[src/dag_pkg.sv]
/*
  shared types and constants for the dual data address generators.
  assumes a single core clock and a core that drives all requests synchronously.
*/
package dag_pkg;
  // address width covers the full 16k-word program and data spaces
  localparam int DAG_AW = 14;
  localparam int DAG_NG = 2;
  localparam int DAG_NP = 4;
  localparam int DAG_DW = 16;
  localparam int DAG_PXW = 8;
  localparam int DAG_PMW = 24;
  // selects which register file a core write targets
  localparam logic [1:0] DAG_REG_I = 2'h0;
  localparam logic [1:0] DAG_REG_M = 2'h1;
  localparam logic [1:0] DAG_REG_L = 2'h2;
  localparam logic [13:0] DAG_RST_VAL = 14'h0000;
  localparam logic [7:0] DAG_PX_RST = 8'h00;
  localparam logic DAG_SPACE_DM = 1'b0;
  localparam logic DAG_SPACE_PM = 1'b1;

  // one indirect access request from the core
  typedef struct packed {
    logic valid;
    logic [1:0] ptr;
    logic [1:0] mods;
    logic brev;
    logic to_pm;
  } dag_req_t;

  // core write of an index, modify or length register
  typedef struct packed {
    logic en;
    logic gen;
    logic [1:0] kind;
    logic [1:0] sel;
    logic [13:0] data;
  } dag_wr_t;

  // serial port autobuffer request
  typedef struct packed {
    logic valid;
    logic gen;
    logic [1:0] ptr;
    logic [1:0] mods;
  } dag_sp_req_t;

  // one generated address
  typedef struct packed {
    logic valid;
    logic space;
    logic [13:0] addr;
  } dag_addr_t;
endpackage : dag_pkg

[src/dag_top.sv]
/*
  dual data address generators with program-memory extension register path.
  assumes core-side inputs are synchronous to ref_clk and change only on its edges.
*/
// Function
// - Each generator holds and updates four index pointers plus modify and length values.
// - After an indirect access the used pointer adds one of four modify values.
// - A pointer with a length value is post-modified inside a circular buffer.
// - The primary generator makes only data addresses and can bit-reverse them.
// - The secondary generator makes program or data addresses and never bit-reverses.
// - Both generators work in the same cycle so two operands can be fetched at once.
// - A 16-bit write to program memory takes its low byte from the extension register.
// - A data read from program memory loads its low byte into the extension register.
// - An operand read from program memory and the next fetch happen in one cycle.
// - The serial port can use the circular addressing to move words to and from memory.
`timescale 1ns/10ps
`default_nettype none
module dag_top
  import dag_pkg::*;
(
  input wire logic ref_clk,
  input wire logic rst,
  input wire logic ce,
  input wire dag_req_t pri_req,
  input wire dag_req_t sec_req,
  input wire dag_wr_t reg_wr,
  input wire dag_sp_req_t sp_req,
  input wire logic fetch_en,
  input wire logic [13:0] fetch_addr,
  input wire logic pm_rd_operand,
  input wire logic [23:0] pm_rd_data,
  input wire logic pm_wr_en,
  input wire logic [15:0] pm_wr_reg,
  input wire logic px_wr_en,
  input wire logic [7:0] px_wr_data,
  output dag_addr_t pri_addr_q,
  output dag_addr_t sec_addr_q,
  output dag_addr_t sp_addr_q,
  output logic [13:0] fetch_addr_q,
  output logic fetch_valid_q,
  output logic [15:0] pm_rd_reg_q,
  output logic pm_rd_valid_q,
  output logic [23:0] pm_wr_data_q,
  output logic pm_wr_valid_q,
  output logic [7:0] px_q
);

  logic [13:0] i_q [DAG_NG][DAG_NP];
  logic [13:0] i_d [DAG_NG][DAG_NP];
  logic [13:0] b_q [DAG_NG][DAG_NP];
  logic [13:0] b_d [DAG_NG][DAG_NP];
  logic [13:0] m_q [DAG_NG][DAG_NP];
  logic [13:0] m_d [DAG_NG][DAG_NP];
  logic [13:0] l_q [DAG_NG][DAG_NP];
  logic [13:0] l_d [DAG_NG][DAG_NP];
  dag_addr_t pri_addr_d;
  dag_addr_t sec_addr_d;
  dag_addr_t sp_addr_d;
  logic sp_grant;
  logic [7:0] px_d;
  logic [15:0] pm_rd_reg_d;
  logic pm_rd_valid_d;
  logic [23:0] pm_wr_data_d;
  logic pm_wr_valid_d;

  // post-modify with optional wrap; offset is taken against the buffer base
  // so a negative modify that underflows shows up as a large offset
  function automatic logic [13:0] dag_post_mod(input logic [13:0] ptr, input logic [13:0] mv,
                                                input logic [13:0] len, input logic [13:0] base);
    logic [13:0] nxt;
    logic [13:0] off;
    nxt = ptr + mv;
    off = nxt - base;
    dag_post_mod = nxt;
    if (len != DAG_RST_VAL && off >= len) begin
      if (mv[13]) begin
        dag_post_mod = nxt + len;
      end else begin
        dag_post_mod = nxt - len;
      end
    end
  endfunction : dag_post_mod

  function automatic logic [13:0] dag_bit_rev(input logic [13:0] a);
    for (int k = 0; k < DAG_AW; k++) begin
      dag_bit_rev[k] = a[DAG_AW - 1 - k];
    end
  endfunction : dag_bit_rev

  // serial port only steals a generator the core leaves idle this cycle
  always_comb begin
    sp_grant = sp_req.valid && !(sp_req.gen ? sec_req.valid : pri_req.valid);
  end

  // pointer file next state
  always_comb begin
    i_d = i_q;
    b_d = b_q;
    m_d = m_q;
    l_d = l_q;
    for (int g = 0; g < DAG_NG; g++) begin
      dag_req_t r;
      r = (g == 0) ? pri_req : sec_req;
      if (r.valid) begin
        i_d[g][r.ptr] = dag_post_mod(i_q[g][r.ptr], m_q[g][r.mods], l_q[g][r.ptr],
                                     b_q[g][r.ptr]);
      end
    end
    if (sp_grant) begin
      i_d[sp_req.gen][sp_req.ptr] = dag_post_mod(i_q[sp_req.gen][sp_req.ptr],
        m_q[sp_req.gen][sp_req.mods], l_q[sp_req.gen][sp_req.ptr],
        b_q[sp_req.gen][sp_req.ptr]);
    end
    // core load wins over a same-cycle update; an index load also sets the base
    if (reg_wr.en) begin
      case (reg_wr.kind)
        DAG_REG_I: begin
          i_d[reg_wr.gen][reg_wr.sel] = reg_wr.data;
          b_d[reg_wr.gen][reg_wr.sel] = reg_wr.data;
        end
        DAG_REG_M: m_d[reg_wr.gen][reg_wr.sel] = reg_wr.data;
        DAG_REG_L: l_d[reg_wr.gen][reg_wr.sel] = reg_wr.data;
        default: ;
      endcase
    end
  end

  // address outputs
  always_comb begin
    // primary is data space only, reversal on request
    pri_addr_d.valid = pri_req.valid;
    pri_addr_d.space = DAG_SPACE_DM;
    pri_addr_d.addr = pri_req.brev ? dag_bit_rev(i_q[0][pri_req.ptr]) : i_q[0][pri_req.ptr];
    sec_addr_d.valid = sec_req.valid;
    sec_addr_d.space = sec_req.to_pm ? DAG_SPACE_PM : DAG_SPACE_DM;
    sec_addr_d.addr = i_q[1][sec_req.ptr];
    sp_addr_d.valid = sp_grant;
    sp_addr_d.space = DAG_SPACE_DM;
    sp_addr_d.addr = i_q[sp_req.gen][sp_req.ptr];
  end

  // extension register path
  always_comb begin
    px_d = px_q;
    pm_rd_reg_d = pm_rd_reg_q;
    pm_rd_valid_d = pm_rd_operand;
    // low byte comes from the extension register
    pm_wr_data_d = pm_wr_en ? {pm_wr_reg, px_q} : pm_wr_data_q;
    pm_wr_valid_d = pm_wr_en;
    if (px_wr_en) begin
      px_d = px_wr_data;
    end
    // operand reads capture the low byte; instruction fetches never do
    if (pm_rd_operand) begin
      px_d = pm_rd_data[7:0];
      pm_rd_reg_d = pm_rd_data[23:8];
    end
  end

  // registers; ce low freezes everything
  always_ff @(posedge ref_clk) begin
    if (rst) begin
      for (int g = 0; g < DAG_NG; g++) begin
        for (int p = 0; p < DAG_NP; p++) begin
          i_q[g][p] <= DAG_RST_VAL;
          b_q[g][p] <= DAG_RST_VAL;
          m_q[g][p] <= DAG_RST_VAL;
          l_q[g][p] <= DAG_RST_VAL;
        end
      end
      pri_addr_q <= '0;
      sec_addr_q <= '0;
      sp_addr_q <= '0;
      fetch_addr_q <= DAG_RST_VAL;
      fetch_valid_q <= 1'b0;
      px_q <= DAG_PX_RST;
      pm_rd_reg_q <= 16'h0000;
      pm_rd_valid_q <= 1'b0;
      pm_wr_data_q <= 24'h000000;
      pm_wr_valid_q <= 1'b0;
    end else if (ce) begin
      i_q <= i_d;
      b_q <= b_d;
      m_q <= m_d;
      l_q <= l_d;
      pri_addr_q <= pri_addr_d;
      sec_addr_q <= sec_addr_d;
      sp_addr_q <= sp_addr_d;
      // fetch issued alongside the operand address
      fetch_addr_q <= fetch_en ? fetch_addr : fetch_addr_q;
      fetch_valid_q <= fetch_en;
      px_q <= px_d;
      pm_rd_reg_q <= pm_rd_reg_d;
      pm_rd_valid_q <= pm_rd_valid_d;
      pm_wr_data_q <= pm_wr_data_d;
      pm_wr_valid_q <= pm_wr_valid_d;
    end
  end

  // checks
  logic [13:0] i00_q;
  assign i00_q = i_q[0][0];

  plain_add_a: assert property (@(posedge ref_clk) disable iff (rst)
    (ce && pri_req.valid && pri_req.ptr == 2'h0 && l_q[0][0] == 14'h0000 && !reg_wr.en
     && !sp_grant) |=> (i00_q == $past(i_q[0][0]) + $past(m_q[0][pri_req.mods])))
    else $error("plain post-modify wrong");
  // watches secondary pointer one, the buffer that normal traffic wraps
  wrap_bound_a: assert property (@(posedge ref_clk) disable iff (rst)
    (ce && sec_req.valid && sec_req.ptr == 2'h1 && l_q[1][1] != 14'h0000 && !reg_wr.en
     && !sp_grant && (i_q[1][1] - b_q[1][1]) < l_q[1][1])
    |=> ((i_q[1][1] - b_q[1][1]) < l_q[1][1]))
    else $error("circular pointer left its buffer");
  pri_space_a: assert property (@(posedge ref_clk) disable iff (rst)
    pri_addr_q.space == DAG_SPACE_DM)
    else $error("primary generator left data space");
  pri_rev_a: assert property (@(posedge ref_clk) disable iff (rst)
    (ce && pri_req.valid && pri_req.brev)
    |=> (pri_addr_q.addr == dag_bit_rev($past(i_q[0][pri_req.ptr]))))
    else $error("bit-reversed address wrong");
  sec_addr_a: assert property (@(posedge ref_clk) disable iff (rst)
    (ce && sec_req.valid) |=> (sec_addr_q.valid && sec_addr_q.addr == $past(i_q[1][sec_req.ptr])
     && sec_addr_q.space == $past(sec_req.to_pm)))
    else $error("secondary address wrong");
  dual_issue_a: assert property (@(posedge ref_clk) disable iff (rst)
    (ce && pri_req.valid && sec_req.valid) |=> (pri_addr_q.valid && sec_addr_q.valid))
    else $error("generators did not issue together");
  px_write_a: assert property (@(posedge ref_clk) disable iff (rst)
    (ce && pm_wr_en) |=> (pm_wr_valid_q && pm_wr_data_q == {$past(pm_wr_reg), $past(px_q)}))
    else $error("program write low byte wrong");
  px_load_a: assert property (@(posedge ref_clk) disable iff (rst)
    (ce && pm_rd_operand) |=> (px_q == $past(pm_rd_data[7:0]) && pm_rd_valid_q))
    else $error("extension register not loaded");
  fetch_pair_a: assert property (@(posedge ref_clk) disable iff (rst)
    (ce && fetch_en && sec_req.valid && sec_req.to_pm)
    |=> (fetch_valid_q && sec_addr_q.space == DAG_SPACE_PM))
    else $error("fetch and operand not paired");
  sp_grant_a: assert property (@(posedge ref_clk) disable iff (rst)
    (ce && sp_req.valid && !sp_req.gen && !pri_req.valid) |=> sp_addr_q.valid)
    else $error("serial request not served");

endmodule : dag_top
`default_nettype wire

[config.mk]
export PLATFORM = sky130hd
export DESIGN_NAME = dag_top
export DESIGN_NICKNAME = d
export VERILOG_FILES = /design/src/dag_pkg.sv /design/src/dag_top.sv
export SDC_FILE = /design/constraint.sdc
export NUM_CORES = 2
export LEC_CHECK = 0
export BUFFER_PORTS_ARGS = -buffer_cell sky130_fd_sc_hd__buf_4
export CAP_MARGIN = 20
export CORE_ASPECT_RATIO = 1.5
export CORE_MARGIN = 3
export CORE_UTILIZATION = 59
export DETAILED_ROUTE_END_ITERATION = 10
export HOLD_SLACK_MARGIN = 0.1
export PLACE_DENSITY = 0.83
export SLEW_MARGIN = 20
export SYNTH_ARGS = -nofsm -noshare
export SYNTH_HDL_FRONTEND = slang
export SYNTH_SLANG_ARGS = --single-unit
[constraint.sdc]
create_clock -name ref_clk -period 28.6 [get_ports ref_clk]
set_input_delay 5.72 -clock ref_clk [delete_from_list [all_inputs] [get_ports ref_clk]]
set_output_delay 5.72 -clock ref_clk [all_outputs]
set_load 0.005 [all_outputs]
==> results.md <==
- For this block, the routed nets add up to 138 mm of wire.
- The category of the worst setup path launch point is an input port.
- The most common cell after layout, fill and taps aside is sky130_fd_sc_hd__nand2_1.
- In this run the post-CTS setup repair buffer count came out at 0.
- The wire length of the first global-routing pass is 202 mm.
- In the final routed layout, each cell accounts on average for 26.9 um.
- The congestion estimate from routability-driven global placement came to 1.03.
- Across the run, the number of max-cap violations was 0.
- For this configuration, the core starts out at a cell density of around three fifths.
- TritonCTS created between 50 and 60 clock buffers.
- The number of cell rows is 109.
- The top cell types in the final layout, fill and taps aside, are 852 x sky130_fd_sc_hd__nand2_1, 559 x sky130_fd_sc_hd__dfxtp_1, 484 x sky130_fd_sc_hd__a21oi_1.
- The slowest library cell on the worst path is sky130_fd_sc_hd__a21oi_2.
- The category of the most critical setup path is in2reg.
- The transition at the pin with the smallest max-transition slack is 1240 ps.
- The CTS tree is yes.
- The post-layout utilization of the core is 66.0%.
- Synthesis produced 4,292 cells.
- Setup total negative slack on the finished layout was measured at 0 ps.
- The area enclosed by the die boundary is about 63,000 um^2.
- For this run, the number of Yosys warnings is 0.
- From bottom edge to top edge, the die measures about 310 um.
- The worst-case headroom to the max-slew limit is 17.1%.
- Across the routed clock network, the largest skew measured is between 20 and 25 ps.
- The count of final hold-check violations was 0.
- The all-layer global routing usage is between 40% and 50%.
- For the worst setup path, the data required time is 29,070 ps.
- The final-report max-slew violation count came to 0.
- Cells with a size suffix above 1 make up 14.4% of the layout.
- The largest net degree at the start of global routing is 151.
- In this run the power density over the cells is around 50 nW/um^2.
- The die is 206 um wide.
- The completed layout was analyzed and its total power is 0.00195 W.
- Clock-pin slew was measured on the worst setup and hold paths at 70 ps.
- The total of hold buffers inserted after clock tree synthesis is 0.
- The flow ran to the end, but the final reports show violations.
- The clock net sink count is 559.
- The first-iteration detailed-routing DRC count is roughly 5,300.
- The maximum vdd ir drop is 0.0501 mV.
- For this run, the number of standard cells in the final layout without fillers is between 5,000 and 6,000.
- The number of global-route vias before repair came to 33,351.
- The ratio of final minimum period to clock period is 51.6%.
- Post-CTS repair changed the size of 0 cells.
- The post-layout net count is 4,578.
- Averaged over all synthesized cells, the footprint is 8.25 um^2.
- The total overflow left after global routing is 0.
- The total area inside the core boundary comes to 59,200 um^2.
- The total number of H-tree levels is 2.
- The most repeated library cell on the critical path is sky130_fd_sc_hd__o21ai_0.
- Compared with the post-synthesis result, the final layout area differs by 10.2%.
- The part of the Yosys area used for sequential elements is a little under a third.
- Detailed placement finished with a half-perimeter wire length of between 90 and 100 mm.
- The endpoint kind of the worst setup timing path is a flip-flop.
- The largest stage delay on the critical path is 810 ps.
- The path class of the tightest hold or removal check is reg2reg.
- Port buffering added 217 buffers.
- After layout, the minimum clock period comes to 14,770 ps.
- The tree is rooted in a sky130_fd_sc_hd__clkbuf_16.
- In the routed design, unresolved DRC markers number 1.
- The post-synthesis cell area is 35,400 um^2.
- Setup violations remaining at the end of the flow were counted as 0.
- The worst-skew pair later-pin latency is about 640 ps.
- Data on the critical path arrives at its endpoint at 15,240 ps.
- Of all nets on the critical path, the largest fanout is 43.
- For this run, the leading register cell type out of synthesis is sky130_fd_sc_hd__dfxtp_1.
- For this run, the top clock speed supported by timing is approximately 68 MHz.
- Setup repair after global routing left no endpoint under its margin.
- The number of different library cells in the post-synthesis netlist is 96.
- The checks that failed: DRC.
- The routed layout has 35,334 vias.
- During I/O placement, the number of pins put on the boundary was 222.
- The share of async-settable or async-resettable flops after synthesis is 0%.
- In this run the static leakage power is ~15 nW.
- The initial antenna violation count is 6.
- In this run, synthesis produced a sequential element count of 559.
- The number of placed instances, taps included, is 5,028.
- The number of nets with antenna violations after detailed routing is 0.
- The buffer depth of the longest clock path is 3.
- The first-pass detailed-route iteration total is 11.
- Counting flops with a built-in enable in the synthesized netlist gives 0.
- The per-cell via count in the routed design is 6.90.
routing by layer:
metal  up-vias  wire length, um  share of wire [%]  track usage (%)
met5         -               42              0.030                0
li1      15404                -                  -                -
met4         6            17000                 12             39.2
met2      2619            58600                 42             63.2
met3       877            18400                 13             11.3
met1     16428            44100                 32             48.7
stage by stage:
stage / setup slack (ps) / area (um^2) / hold slack [ps]
after global routing: 13450 / 39000 / 473
after floorplan: 15040 / 35400 / 438
after CTS: 14450 / 39000 / 456
after global placement: 14020 / 37300 / 442
final: 13830 / 39000 / 455
after detailed placement: 13840 / 37300 / 447
synth_stat cells (all sizes together), types with 34 or more instances:
master  number  area share (%)
nor3        50            0.82
mux2i      166             4.7
a22oi       50             1.1
nand2      852             9.0
xnor2      102             2.7
clkbuf     268             2.8
o21ai      170             2.4
buf         50            0.70
o22ai       72             1.3
nor2       367             3.9
mux4       161              10
dfxtp      559              32
o211ai      40            0.85
a21o        46            0.97
xor2        46             1.1
mux2        34             1.1
nand3       41            0.58
inv        117             1.2
ha         152             5.4
a21oi      487             6.9
a211oi      74             1.6
registers in the layout (all words and copies together), names as in the netlist, 8 cells and up:
register,cells
i00_q,14
pm_rd_reg_q,16
fetch_addr_q,14
px_q,8
pm_wr_data_q,24
l_q,112
pri_addr_q,15
b_q,112
sp_addr_q,15
i_q,98
sec_addr_q,16
m_q,112
logic make-up after synthesis:
group                      count (synthesis)  share of synthesized area (%)
DFF                                      559                           31.6
AOI/OAI and AO/OA                       1136                           19.9
and+or+nand+nor                         1480                           17.6
adders and majority gates                169                           6.11
buffers and inverters                    435                           4.78
muxes                                    361                           16.0
other                                      1                         0.0106
xor gates and xnor gates                 151                           3.99
power by group:
part           internal, W  switching (W)  total (W)  leakage (nW)
Combinational     0.000148       0.000268   0.000415          9.63
Clock             0.000401       0.000329   0.000731         0.861
Sequential        0.000795      0.0000137   0.000808          4.53
path summary, 6_finish.rpt:
check / startpoint / cells past startpoint / slack (ps) / end
min reg2reg: pm_rd_reg_q[1] / 2 / 450 / pm_rd_reg_q[1]
max: sp_req[4] / 32 / 13830 / i_q[55]
max reg2reg: i_q[85] / 28 / 20070 / i_q[55]
min: pm_rd_reg_q[1] / 2 / 450 / pm_rd_reg_q[1]
layout make-up:
class | count | area, um^2
flip-flops and latches | 559 | 11200
repair buffers | 278 | 2090
inverters | 117 | 439
multi-input cells | 3299 | 22600
clock inverters | 15 | 171
fillers | 4878 | 20100
well taps | 777 | 972
diodes | 2 | 5.00
clock buffers | 77 | 1580
worst max-delay path, delay by kind of cell:
kind	cells	cell delay, ps
compound gates	15	4070
xor+xnor	3	1190
fa+ha+maj	3	1270
buf+inv	4	1570
simple gates	7	1390
Note: power is estimated with default switching activity, not from simulation.
